### src/core/clk_sel_pkg.sv
// shared constants and types for the output clock selection block
package clk_sel_pkg;

    // apb geometry
    localparam int ADDR_W = 12;
    localparam int DATA_W = 32;

    // register indices; byte address is four times the index
    localparam logic [ADDR_W-1:0] IDX_OUTPUT_CONFIG_FOUR = 12'h063;
    localparam logic [ADDR_W-1:0] IDX_AUX_PLL_CONFIG_ONE = 12'h064;
    localparam logic [ADDR_W-1:0] IDX_MAIN_PLL_CONFIG_ONE = 12'h065;

    // reset values; bit 4 of the aux register comes from the strap
    localparam logic [7:0] RST_OUTPUT_CONFIG_FOUR = 8'hF6;
    localparam logic [7:0] RST_AUX_PLL_CONFIG_ONE = 8'h01;
    localparam logic [7:0] RST_MAIN_PLL_CONFIG_ONE = 8'h01;

    // writable bit masks; unused bits read zero
    localparam logic [7:0] MASK_AUX_PLL_CONFIG_ONE = 8'h7F;

    // output_config_four fields
    localparam int POS_PULSE_2K_EN = 7;
    localparam int POS_PULSE_8K_EN = 6;
    localparam int POS_T1E1_EN = 5;
    localparam int POS_COMPOSITE_EN = 4;
    localparam int POS_SEVENTH_SEL = 0;

    // aux_pll_config_one fields
    localparam int POS_AUTO_SQUELCH = 6;
    localparam int POS_COMPOSITE_DUTY = 5;
    localparam int POS_T1E1_RATE = 4;
    localparam int POS_AUX_FREQ = 0;

    // main_pll_config_one fields
    localparam int POS_MEASURE = 7;
    localparam int POS_APLL_FROM_MAIN = 6;
    localparam int POS_MAIN_TO_AUX = 3;
    localparam int POS_MAIN_FREQ = 0;

    // dpll frequencies in khz
    localparam int KHZ_W = 19;
    localparam logic [KHZ_W-1:0] KHZ_77760 = 19'h12FC0;
    localparam logic [KHZ_W-1:0] KHZ_24576 = 19'h06000;
    localparam logic [KHZ_W-1:0] KHZ_32768 = 19'h08000;
    localparam logic [KHZ_W-1:0] KHZ_37056 = 19'h090C0;
    localparam logic [KHZ_W-1:0] KHZ_24704 = 19'h06080;
    localparam logic [KHZ_W-1:0] KHZ_68736 = 19'h10C80;
    localparam logic [KHZ_W-1:0] KHZ_44736 = 19'h0AEC0;
    localparam logic [KHZ_W-1:0] KHZ_25248 = 19'h062A0;
    localparam logic [KHZ_W-1:0] KHZ_62500 = 19'h0F424;
    localparam logic [KHZ_W-1:0] KHZ_OFF = 19'h00000;

    // apll runs at dpll times four
    localparam int APLL_SHIFT = 2;

    // divider width for the general outputs
    localparam int DIV_W = 7;

    // source of a general output clock
    typedef enum logic [2:0] {
        SRC_LOW,
        SRC_2K,
        SRC_8K,
        SRC_SYNTH_TWO,
        SRC_SYNTH_ONE,
        SRC_MAIN_APLL,
        SRC_AUX_APLL
    } src_t;

endpackage : clk_sel_pkg

### src/core/output_clock_select_config.sv
// output clock selection and pll frequency configuration with apb registers
//
// Local design decision: register access over APB.
`timescale 1ns/1ps
module output_clock_select_config
    import clk_sel_pkg::*;
(
    // clock, reset, enable
    input wire logic sys_clk_in,
    input wire logic rst_in,
    input wire logic ce_in,
    // apb slave
    input wire logic psel_in,
    input wire logic penable_in,
    input wire logic pwrite_in,
    input wire logic [ADDR_W-1:0] paddr_in,
    input wire logic [DATA_W-1:0] pwdata_in,
    output logic pready_out,
    output logic pslverr_out,
    output logic [DATA_W-1:0] prdata_out,
    // strap pin and main register context
    input wire logic rate_strap_in,
    input wire logic composite_t1e1_source_sel_in,
    input wire logic main_rate_sel_in,
    input wire logic aux_ref_valid_in,
    // fifth selector code from the register outside this block
    input wire logic [3:0] fifth_out_freq_sel_in,
    // fixed rate sources from same-clock logic
    input wire logic pulse_2k_in,
    input wire logic pulse_8k_in,
    input wire logic t1e1_clk_in,
    input wire logic composite_clk_in,
    // fixed rate outputs
    output logic pulse_2k_out,
    output logic pulse_8k_out,
    output logic t1e1_clk_out,
    output logic composite_clk_out,
    output logic composite_clk_oe_out,
    output logic t1e1_rate_out,
    output logic composite_duty_out,
    // general output selections
    output src_t fifth_src_out,
    output logic [DIV_W-1:0] fifth_div_out,
    output src_t seventh_src_out,
    output logic [DIV_W-1:0] seventh_div_out,
    // pll frequency settings
    output logic aux_dpll_en_out,
    output logic aux_measure_out,
    output logic aux_apll_from_main_out,
    output logic [KHZ_W-1:0] aux_dpll_khz_out,
    output logic [KHZ_W-1:0] aux_apll_khz_out,
    output logic main_dpll_en_out,
    output logic main_analog_fb_out,
    output logic [KHZ_W-1:0] main_dpll_khz_out,
    output logic [KHZ_W-1:0] main_apll_khz_out
);

    // software registers
    logic [7:0] output_config_four;
    logic [7:0] aux_pll_config_one;
    logic [7:0] main_pll_config_one;
    // fifth selector lives in a register outside this block
    logic [3:0] fifth_out_freq_sel;

    // named fields
    logic [3:0] seventh_out_freq_sel;
    logic pulse_2k_out_en;
    logic pulse_8k_out_en;
    logic t1e1_clk_out_en;
    logic composite_clk_out_en;
    logic auto_squelch_en;
    logic composite_duty_sel;
    logic t1e1_rate_sel;
    logic [3:0] aux_dpll_freq_sel;
    logic aux_measure_main_phase;
    logic aux_apll_from_main;
    logic [2:0] main_to_aux_freq_sel;
    logic [2:0] main_dpll_freq_sel;

    // strap synchroniser
    logic strap_meta;
    logic strap_s2;
    logic strap_s3;
    logic strap_level;
    logic next_strap_level;

    // apb decode
    logic setup_phase;
    logic access_phase;
    logic [ADDR_W-1:0] word_idx;
    logic hit_four;
    logic hit_aux;
    logic hit_main;
    logic addr_hit;
    logic [7:0] read_byte;

    // decoded values
    src_t fifth_src;
    src_t seventh_src;
    logic [DIV_W-1:0] fifth_div;
    logic [DIV_W-1:0] seventh_div;
    logic [KHZ_W-1:0] aux_khz;
    logic [KHZ_W-1:0] main_khz;
    logic [KHZ_W-1:0] m2a_khz;
    logic aux_path_on;
    logic squelch;
    logic t1e1_rate_eff;

    assign fifth_out_freq_sel = fifth_out_freq_sel_in;

    // field extraction
    assign seventh_out_freq_sel = output_config_four[POS_SEVENTH_SEL +: 4];
    assign pulse_2k_out_en = output_config_four[POS_PULSE_2K_EN];
    assign pulse_8k_out_en = output_config_four[POS_PULSE_8K_EN];
    assign t1e1_clk_out_en = output_config_four[POS_T1E1_EN];
    assign composite_clk_out_en = output_config_four[POS_COMPOSITE_EN];
    assign auto_squelch_en = aux_pll_config_one[POS_AUTO_SQUELCH];
    assign composite_duty_sel = aux_pll_config_one[POS_COMPOSITE_DUTY];
    assign t1e1_rate_sel = aux_pll_config_one[POS_T1E1_RATE];
    assign aux_dpll_freq_sel = aux_pll_config_one[POS_AUX_FREQ +: 4];
    assign aux_measure_main_phase = main_pll_config_one[POS_MEASURE];
    assign aux_apll_from_main = main_pll_config_one[POS_APLL_FROM_MAIN];
    assign main_to_aux_freq_sel = main_pll_config_one[POS_MAIN_TO_AUX +: 3];
    assign main_dpll_freq_sel = main_pll_config_one[POS_MAIN_FREQ +: 3];

    // apb phases; zero wait states so every access completes at once
    assign setup_phase = psel_in && !penable_in;
    assign access_phase = psel_in && penable_in;
    assign word_idx = {2'b00, paddr_in[ADDR_W-1:2]};
    assign hit_four = (word_idx == IDX_OUTPUT_CONFIG_FOUR);
    assign hit_aux = (word_idx == IDX_AUX_PLL_CONFIG_ONE);
    assign hit_main = (word_idx == IDX_MAIN_PLL_CONFIG_ONE);
    assign addr_hit = (hit_four || hit_aux || hit_main) && (paddr_in[1:0] == 2'b00);
    assign pready_out = 1'b1;
    assign pslverr_out = access_phase && !addr_hit;

    // read mux; unmapped words read zero
    always_comb
    begin
        read_byte = 8'h00;
        if (hit_four)
        begin
            read_byte = output_config_four;
        end
        else if (hit_aux)
        begin
            read_byte = aux_pll_config_one & MASK_AUX_PLL_CONFIG_ONE;
        end
        else if (hit_main)
        begin
            read_byte = main_pll_config_one;
        end
    end

    // read data captured in setup so it is stable through access
    always_ff @(posedge sys_clk_in)
    begin
        if (rst_in)
        begin
            prdata_out <= 32'h00000000;
        end
        else if (ce_in && setup_phase && !pwrite_in)
        begin
            prdata_out <= {24'h000000, addr_hit ? read_byte : 8'h00};
        end
    end

    // agreed strap level, so a short reset already loads the settled pin
    assign next_strap_level = (strap_s2 == strap_s3) ? strap_s3 : strap_level;

    // three-stage strap sync, no reset so the pin reaches us during reset
    always_ff @(posedge sys_clk_in)
    begin
        if (ce_in)
        begin
            strap_meta <= rate_strap_in;
            strap_s2 <= strap_meta;
            strap_s3 <= strap_s2;
            strap_level <= next_strap_level;
        end
    end

    // output configuration register
    always_ff @(posedge sys_clk_in)
    begin
        if (rst_in)
        begin
            output_config_four <= RST_OUTPUT_CONFIG_FOUR;
        end
        else if (ce_in && access_phase && pwrite_in && addr_hit && hit_four)
        begin
            output_config_four <= pwdata_in[7:0];
        end
    end

    // aux pll register; rate bit reloads from the strap every reset cycle with ce_in high
    always_ff @(posedge sys_clk_in)
    begin
        if (rst_in)
        begin
            if (ce_in)
            begin
                aux_pll_config_one <= RST_AUX_PLL_CONFIG_ONE;
                aux_pll_config_one[POS_T1E1_RATE] <= next_strap_level;
            end
        end
        else if (ce_in && access_phase && pwrite_in && addr_hit && hit_aux)
        begin
            aux_pll_config_one <= pwdata_in[7:0] & MASK_AUX_PLL_CONFIG_ONE;
        end
    end

    // main pll register
    always_ff @(posedge sys_clk_in)
    begin
        if (rst_in)
        begin
            main_pll_config_one <= RST_MAIN_PLL_CONFIG_ONE;
        end
        else if (ce_in && access_phase && pwrite_in && addr_hit && hit_main)
        begin
            main_pll_config_one <= pwdata_in[7:0];
        end
    end

    // one decoder per general output, differing only in two codes
    out_sel_decode #(.IS_SEVENTH(1'b0)) fifth_dec (
        .code_in(fifth_out_freq_sel),
        .src_out(fifth_src),
        .div_out(fifth_div)
    );

    out_sel_decode #(.IS_SEVENTH(1'b1)) seventh_dec (
        .code_in(seventh_out_freq_sel),
        .src_out(seventh_src),
        .div_out(seventh_div)
    );

    // aux dpll rates; unused codes behave as disabled
    always_comb
    begin
        case (aux_dpll_freq_sel)
            4'h1: aux_khz = KHZ_77760;
            4'h2: aux_khz = KHZ_24576;
            4'h3: aux_khz = KHZ_32768;
            4'h4: aux_khz = KHZ_37056;
            4'h5: aux_khz = KHZ_24704;
            4'h6: aux_khz = KHZ_68736;
            4'h7: aux_khz = KHZ_44736;
            4'h8: aux_khz = KHZ_25248;
            4'h9: aux_khz = KHZ_62500;
            default: aux_khz = KHZ_OFF;
        endcase
    end

    // rate fed from main dpll to the aux apll, independent of main rate
    always_comb
    begin
        case (main_to_aux_freq_sel)
            3'h0: m2a_khz = KHZ_24576;
            3'h2: m2a_khz = KHZ_32768;
            3'h4: m2a_khz = KHZ_37056;
            3'h6: m2a_khz = KHZ_24704;
            3'h7: m2a_khz = KHZ_25248;
            default: m2a_khz = KHZ_OFF;
        endcase
    end

    // main dpll rate; the two 77.76 codes differ only in feedback
    always_comb
    begin
        case (main_dpll_freq_sel)
            3'h0: main_khz = KHZ_77760;
            3'h1: main_khz = KHZ_77760;
            3'h2: main_khz = KHZ_24576;
            3'h3: main_khz = KHZ_32768;
            3'h4: main_khz = KHZ_37056;
            3'h5: main_khz = KHZ_24704;
            3'h6: main_khz = KHZ_25248;
            default: main_khz = KHZ_OFF;
        endcase
    end

    // measure mode takes the aux phase detector away from the loop
    assign aux_path_on = !aux_measure_main_phase && (aux_khz != KHZ_OFF);

    // squelch only applies while the aux dpll is the source
    assign squelch = !composite_t1e1_source_sel_in && auto_squelch_en
        && !aux_ref_valid_in;

    // main register rate bit overrides when the main path sources
    assign t1e1_rate_eff = composite_t1e1_source_sel_in ? main_rate_sel_in
        : t1e1_rate_sel;

    // gated fixed rate outputs, registered to keep the pins glitch free
    always_ff @(posedge sys_clk_in)
    begin
        if (rst_in)
        begin
            pulse_2k_out <= 1'b0;
            pulse_8k_out <= 1'b0;
            t1e1_clk_out <= 1'b0;
            composite_clk_out <= 1'b0;
            composite_clk_oe_out <= 1'b0;
        end
        else if (ce_in)
        begin
            pulse_2k_out <= pulse_2k_out_en && pulse_2k_in;
            pulse_8k_out <= pulse_8k_out_en && pulse_8k_in;
            t1e1_clk_out <= t1e1_clk_out_en && !squelch && t1e1_clk_in;
            // disabled composite floats, squelched composite drives low
            composite_clk_oe_out <= composite_clk_out_en;
            composite_clk_out <= composite_clk_out_en && !squelch
                && composite_clk_in;
        end
    end

    // rate and duty selections toward the fixed rate generators
    always_ff @(posedge sys_clk_in)
    begin
        if (rst_in)
        begin
            t1e1_rate_out <= 1'b0;
            composite_duty_out <= 1'b0;
        end
        else if (ce_in)
        begin
            t1e1_rate_out <= t1e1_rate_eff;
            composite_duty_out <= composite_duty_sel;
        end
    end

    // general output selections
    always_ff @(posedge sys_clk_in)
    begin
        if (rst_in)
        begin
            fifth_src_out <= SRC_LOW;
            fifth_div_out <= 7'h01;
            seventh_src_out <= SRC_LOW;
            seventh_div_out <= 7'h01;
        end
        else if (ce_in)
        begin
            fifth_src_out <= fifth_src;
            fifth_div_out <= fifth_div;
            seventh_src_out <= seventh_src;
            seventh_div_out <= seventh_div;
        end
    end

    // aux pll settings; apll follows main when told, else four times aux
    always_ff @(posedge sys_clk_in)
    begin
        if (rst_in)
        begin
            aux_dpll_en_out <= 1'b0;
            aux_measure_out <= 1'b0;
            aux_apll_from_main_out <= 1'b0;
            aux_dpll_khz_out <= KHZ_OFF;
            aux_apll_khz_out <= KHZ_OFF;
        end
        else if (ce_in)
        begin
            aux_dpll_en_out <= aux_path_on;
            aux_measure_out <= aux_measure_main_phase;
            aux_apll_from_main_out <= aux_apll_from_main;
            aux_dpll_khz_out <= aux_path_on ? aux_khz : KHZ_OFF;
            if (aux_apll_from_main)
            begin
                aux_apll_khz_out <= m2a_khz << APLL_SHIFT;
            end
            else if (aux_path_on)
            begin
                aux_apll_khz_out <= aux_khz << APLL_SHIFT;
            end
            else
            begin
                aux_apll_khz_out <= KHZ_OFF;
            end
        end
    end

    // main pll settings
    always_ff @(posedge sys_clk_in)
    begin
        if (rst_in)
        begin
            main_dpll_en_out <= 1'b0;
            main_analog_fb_out <= 1'b0;
            main_dpll_khz_out <= KHZ_OFF;
            main_apll_khz_out <= KHZ_OFF;
        end
        else if (ce_in)
        begin
            main_dpll_en_out <= (main_khz != KHZ_OFF);
            main_analog_fb_out <= (main_dpll_freq_sel == 3'h1);
            main_dpll_khz_out <= main_khz;
            main_apll_khz_out <= main_khz << APLL_SHIFT;
        end
    end

endmodule : output_clock_select_config

### src/core/out_sel_decode.sv
// decoder from a 4-bit output selector code to a source and divider
`timescale 1ns/1ps
module out_sel_decode
    import clk_sel_pkg::*;
#(
    parameter bit IS_SEVENTH = 1'b0
)
(
    // selector code
    input wire logic [3:0] code_in,
    // decoded choice
    output src_t src_out,
    output logic [DIV_W-1:0] div_out
);

    // two codes differ between the fifth and seventh outputs
    always_comb
    begin
        src_out = SRC_LOW;
        div_out = 7'h01;
        case (code_in)
            4'h0: src_out = SRC_LOW;
            4'h1: src_out = SRC_2K;
            4'h2: src_out = SRC_8K;
            4'h3: src_out = SRC_SYNTH_TWO;
            4'h4: src_out = IS_SEVENTH ? SRC_MAIN_APLL : SRC_SYNTH_ONE;
            4'h5, 4'h6, 4'h7, 4'h8, 4'h9, 4'hA: src_out = SRC_MAIN_APLL;
            default: src_out = SRC_AUX_APLL;
        endcase
        // divider apart from the source, so the enum never takes a bare vector
        case (code_in)
            4'h4: div_out = IS_SEVENTH ? 7'h02 : 7'h01;
            4'h5, 4'hC: div_out = 7'h30;
            4'h6, 4'hD: div_out = 7'h10;
            4'h7: div_out = 7'h0C;
            4'h8, 4'hE: div_out = 7'h08;
            4'h9: div_out = 7'h06;
            4'hA, 4'hF: div_out = 7'h04;
            4'hB: div_out = IS_SEVENTH ? 7'h40 : 7'h02;
            default: div_out = 7'h01;
        endcase
    end

endmodule : out_sel_decode

### config.mk
export PLATFORM = sky130hd
export DESIGN_NAME = output_clock_select_config
export DESIGN_NICKNAME = d
export VERILOG_FILES = /design/src/core/clk_sel_pkg.sv /design/src/core/output_clock_select_config.sv /design/src/core/out_sel_decode.sv
export SDC_FILE = /design/constraint.sdc
export NUM_CORES = 1
export LEC_CHECK = 0
export BUFFER_PORTS_ARGS = -buffer_cell sky130_fd_sc_hd__buf_2
export CORE_AREA = 10 10 118 120
export CTS_BUF_LIST = sky130_fd_sc_hd__clkbuf_16
export DETAILED_ROUTE_END_ITERATION = 12
export DIE_AREA = 0 0 128 130
export GPL_ROUTABILITY_DRIVEN = 0
export HOLD_SLACK_MARGIN = 0.02
export PLACE_DENSITY = 0.78
export SLEW_MARGIN = 0
export SYNTH_ARGS = -nofsm -noshare
export SYNTH_HDL_FRONTEND = slang
export SYNTH_HIERARCHICAL = 1
export SYNTH_SLANG_ARGS = --single-unit
### constraint.sdc
create_clock -name sys_clk_in -period 3.6 [get_ports sys_clk_in]
set_input_delay 0.72 -clock sys_clk_in [delete_from_list [all_inputs] [get_ports sys_clk_in]]
set_output_delay 0.72 -clock sys_clk_in [all_outputs]
set_load 0.03 [all_outputs]
# Yosys cells after proc, flatten, opt, wreduce, memory -nomap -nowiden

Memories as Yosys holds them, arrays and structs flattened. A register that Yosys moved wholly into a read port is not among the register bits.
Cells that the tools add are included.

Word-level logic and storage cells: 98
Input bits: 62
Memories: 5
Bits in read-only memories: 512
Register bits after elaboration: 128
Output and inout bits: 142

Muxes and demuxes: 15
Reduce and logical (&&, ||, !) cells: 38
Equality and inequality tests: 15

Memories:

| name             | words | width | read ports | clocked after Yosys merged registers in | wr ports | RTL line                          | RTL |
|---|---|---|---|---|---|---|---|
| (name not given) | 16    | 13    | 1          | 1                                       | 0        | output_clock_select_config.sv:242 | `case (aux_dpll_freq_sel)` |
| (name not given) | 16    | 7     | 1          | 1                                       | 0        | out_sel_decode.sv:31              | `case (code_in)` |
| (name not given) | 16    | 6     | 1          | 1                                       | 0        | out_sel_decode.sv:31              |  |
| (name not given) | 16    | 3     | 1          | 1                                       | 0        | out_sel_decode.sv:21              | `case (code_in)` |
| (name not given) | 16    | 3     | 1          | 1                                       | 0        | out_sel_decode.sv:21              |  |

Operators by type and width:

| kind                                                 | count |
|---|---|
| one-hot mux 17 bit (6 select lines)                  | 1 |
| one-hot mux 16 bit (5 select lines)                  | 1 |
| two-way mux 19 bit                                   | 3 |
| nonzero test 19 bit                                  | 2 |
| two-way mux 8 bit                                    | 4 |
| equality test 10 x 7 -> 1 bit, second input constant | 3 |
| logical AND 1 bit                                    | 21 |
| two-way mux 7 bit                                    | 3 |
| equality test 3 bit, second input constant           | 6 |
| equality test 3 x 2 -> 1 bit, second input constant  | 3 |
| logical NOT 1 bit                                    | 7 |
| logical NOT 3 bit                                    | 2 |
| two-way mux 4 bit                                    | 1 |
| equality test 3 x 1 -> 1 bit, second input constant  | 1 |
| logical NOT 2 bit                                    | 1 |
| logical OR 1 bit                                     | 2 |
| two-way mux 1 bit                                    | 2 |
| != test 2 x 1 -> 1 bit, second input constant        | 1 |
| AND reduction 2 bit                                  | 1 |
| nonzero test 2 bit                                   | 1 |
| OR reduction 2 bit                                   | 1 |
| equality test 1 bit                                  | 1 |

# Logic depth before layout (Yosys ltp)

Word-level depth: 9
Depth in mapped cells: 11
Depth with buffers taken out: 9

# Cells and area by module

The synthesis kept the hierarchy.

Modules (own cells, without submodules):

| module                       | cells an instance | sequential area each (µm²) | instances | area each (µm²) |
|---|---|---|---|---|
| output_clock_select_config   | 551               | 2412.3                     | 1         | 5211.2 |
| out_sel_decode (fifth_dec)   | 31                | 0.0                        | 1         | 244.0 |
| out_sel_decode (seventh_dec) | 29                | 0.0                        | 1         | 234.0 |

# Worst setup path before layout

OpenSTA, ideal clock, no wires.

Path kind: input to register
Start point: in paddr_in[11]
End point: reg, netlist name aux_khz[13]
Stages: 11
Data required time: 3.516 ns
Library setup time: 0.084 ns
Buffers on the path: 2
Path slack: 0.650 ns
Data arrival time: 2.865 ns
Cells stage by stage: or3_1 > buf_6 > nor4_4 > buf_6 > a21oi_2 > a211oi_4 > inv_1 > ha_1 > nand3_1 > o31ai_1 > o31ai_2

Longest elaborated chain between the ends: 9
Elaborated cells on any way between the ends: 11
Classes of those cells: 3 x eq/ne; 1 x mux; 7 x reduce/logical

Ends and longest elaborated chain:

| what                                             | RTL line                                                             | RTL |
|---|---|---|
| start: declaration                               | output_clock_select_config.sv:16                                     | `input wire logic [ADDR_W-1:0] paddr_in,` |
| equality test 10 x 7 -> 1 bit (on tied branches) | output_clock_select_config.sv:130, output_clock_select_config.sv:131 |  |
| logical OR 1 bit (2 in series)                   | output_clock_select_config.sv:133                                    | `assign addr_hit = (hit_four \|\| hit_aux \|\| hit_main) && (paddr_in[1:0] == 2'b00);` |
| logical AND 1 bit                                | output_clock_select_config.sv:133                                    |  |
| logical AND 1 bit                                | output_clock_select_config.sv:207                                    | `else if (ce_in && access_phase && pwrite_in && addr_hit && hit_aux)` |
| logical AND 1 bit (*)                            | output_clock_select_config.sv:207                                    |  |
| nonzero test 2 bit (no line) (*)                 | -                                                                    |  |
| AND reduction 2 bit (no line) (*)                | -                                                                    |  |
| two-way mux 4 bit (no line) (*)                  | -                                                                    |  |

Every way passes the cells marked *; elsewhere a longest branch is shown, timed or not.
A chain may end at the register's enable or synchronous reset.

# Final worst setup path

Start point: in paddr_in[11]
End point: reg, netlist name aux_khz[13]

Longest elaborated chain between the ends: 9
Elaborated cells on any way between the ends: 11
Classes of those cells: 3 x eq/ne; 1 x mux; 7 x reduce/logical

Ends and longest elaborated chain:

| what                                             | RTL line |
|---|---|
| equality test 10 x 7 -> 1 bit (on tied branches) | output_clock_select_config.sv:130, output_clock_select_config.sv:131 |
| logical OR 1 bit (2 in series)                   | output_clock_select_config.sv:133 |
| logical AND 1 bit                                | output_clock_select_config.sv:133 |
| logical AND 1 bit                                | output_clock_select_config.sv:207 |
| logical AND 1 bit (*)                            | output_clock_select_config.sv:207 |
| nonzero test 2 bit (no line) (*)                 | - |
| AND reduction 2 bit (no line) (*)                | - |
| two-way mux 4 bit (no line) (*)                  | - |

Marks and branches as above.

==> flow_summary.toml <==
[sta]
slew_headroom_pct = 44.4
tns_ns = 0
tightest_slew_ns = 0.823
hold_viol = 0
slew_viol_final = 0
setup_violations = 0
setup_slack_ns = 0.666
fin_hold_ws_ns = 0.420
clock.fmax_ghz = 0.341
grt_setup_unrepaired = "no"
period_needed_ns = 2.93
finalCritPeriodShare_pct = 81.5
skew_ns = 0.00830

[finish]
final_cell_area_um2 = 6670
final_layout_size_suffix_gt1_share_pct = 26.9
fin_nets = 789
fillCellCount = 1028
utilization_pct = 57.0
final_common_cell = "buf_2"
regArea_um2 = 2410
area_growth_pct = 17.2
most-common-layout-cells = "buf_2, dfxtp_1, nor2_1"
finalNonFillerCells = 874
multi_input_area_um2 = 2720

[worst_hold_path]
hold_path.class = "flop to flop"

[clocking]
cts_max_level = 4
cts_buffer_depth = 2
root_buffer = "clkbuf_16"
cts_resized = 0
clock_latency_ns = 0.42
numCtsBuffers = 17
cts_tree = "yes"
clk_pin_slew_ns = 0.05
clkSinkCount = 115
post_cts.repair.setup_buffers = 0
cts_hold_buf = 0

[yosys]
yosysWarnings = 6
synth_edf_count = 11
synth-main-ff-cell = "dfxtp_1"
yosysUniqueCellTypes = 69
syn_area_um2 = 5690
synth_top_area_share_pct = 36.6
syn_avg_cell_area_um2 = 9.31
synth_area_leaders = "dfxtp_1, buf_4, mux2i_1"
ys_ff_latch = 115
synthCells = 611
synth_top_area_cell = "dfxtp_1"
ys_seq_area_share_pct = 42.4
async_flop_share_pct = 0

[critical_path]
path_max_fanout = 6
crit_path_end_kind = "flop"
critPathArrivalTime_ns = 3.22
path_class = "primary input to flop"
start_kind = "primary input"
critPathRequiredTime_ns = 3.88

[power_and_ir_drop]
pwr_density_cell_nw_per_um2 = 532
vdd_drop_max_v = 0.000296
p_leak_nw = 3.07
total_power_mw = 3.55

[global_route]
track_usage_pct = 17.0
grt_use_met2_pct = 28.1
first_global_vias = 4597
grt_pass1_wl_um = 22900
use_met1_pct = 18.5
grt_most_used_layer = "met2"
overflow = 0
grt_max_degree = 64
antenna_found_initial = 2
use_met3_pct = 8.07

[detailed_routing]
via_per_inst = 5.24
route.vias.total = 4578
wire_per_inst_um = 16.3
drt.antenna.violating_nets = 0
drt-total-wl_um = 14300
drtIter0Drc = 251
drc = 0
first_pass_iters = 8

[placed_design]
place_ws_ns = 0.292
placed_cell_area_um2 = 6060
hpwl_um = 10600
port_buffers = 128
placed_cells = 841

[die]
dieArea_um2 = 16600
die_y_um = 130
core-area_um2 = 11700
fp.dieW_um = 128
pin_count = 204
rows = 40
start_util_pct = 48.6

[run]
max_cap_viol_count = 0

[outcome]
outcome = "finished clean"
synth_stat cells, types with 3 or more instances:
library cell	n
dfxtp_1	104
nor2_1	82
buf_4	69
mux2i_1	44
nand2_1	41
a21oi_1	32
clkbuf_1	20
nor2b_1	20
a22oi_1	19
ha_1	14
nand3_1	14
edfxtp_1	11
inv_1	11
a211o_1	10
nand2b_1	9
buf_6	7
nor3_1	7
and3_1	6
a211oi_1	5
buf_1	5
o21ai_0	5
a222oi_1	4
nand3b_1	4
a31oi_1	3
and3_2	3
conb_1	3
o21ai_1	3
o22ai_1	3
worst paths after layout:
path | from | end | slack, ns | cells past startpoint
worst max-delay path | paddr_in[11] | aux_khz[13] | 0.67 | 10
worst min-delay path | strap_meta | strap_s2 | 0.42 | 0
worst max register to register | aux_pll_config_one[1] | aux_khz[13] | 1.56 | 8
worst min register to register | strap_meta | strap_s2 | 0.42 | 0
worst max-delay path, cell delays in order:
cell,delay (ns)
buf_2,0.09
or3_1,0.53
nor4_4,0.45
a21oi_2,0.14
a211oi_4,0.40
inv_1,0.13
ha_1,0.38
nand2b_1,0.09
a21oi_1,0.21
o31ai_2,0.08
sequential cells by signal, summed over array words and instances (netlist names), 3 cells and up:
| name | cells |
|---|---|
| aux_pll_config_one | 7 |
| fifth_div_out | 7 |
| aux_dpll_khz_out | 13 |
| seventh_src_out | 3 |
| fifth_src_out | 3 |
| aux_khz | 13 |
| prdata_out | 8 |
| aux_apll_khz_out | 13 |
| main_pll_config_one | 8 |
| output_config_four | 8 |
| seventh_div_out | 7 |
| main_dpll_khz_out | 9 |
final cells by class:
| cell class | count | area share, % |
|---|---|---|
| Tap cell | 147 | 2.76 |
| Clock buffer | 19 | 7.13 |
| Inverter | 13 | 0.750 |
| Timing Repair Buffer | 136 | 10.5 |
| Clock inverter | 13 | 1.95 |
| Antenna cell | 1 | 0.0375 |
| Multi-Input combinational cell | 430 | 40.7 |
| Sequential cell | 115 | 36.2 |
kinds of logic after synthesis:
logic type | share of synthesized area [%]
flops | 42.4
simple gates | 18.8
compound gates | 14.0
xor+xnor | 0.154
fa+ha+maj | 3.25
buf+inv | 13.1
other cells | 0.198
mux | 8.14
report_power, final:
part           internal (mW)  switching, mW
logic                  0.131          0.328
clock network           1.09          0.595
registers               1.36         0.0421
total                   2.58          0.965
per-layer routing:
| layer | wire length, um | part of all wire (%) |
|---|---|---|
| met5 | 13 | 0.091 |
| met4 | 271 | 1.9 |
| met3 | 1640 | 12 |
| met2 | 6780 | 47 |
| met1 | 5560 | 39 |
No activity file was read; power rests on OpenSTA's default activity.
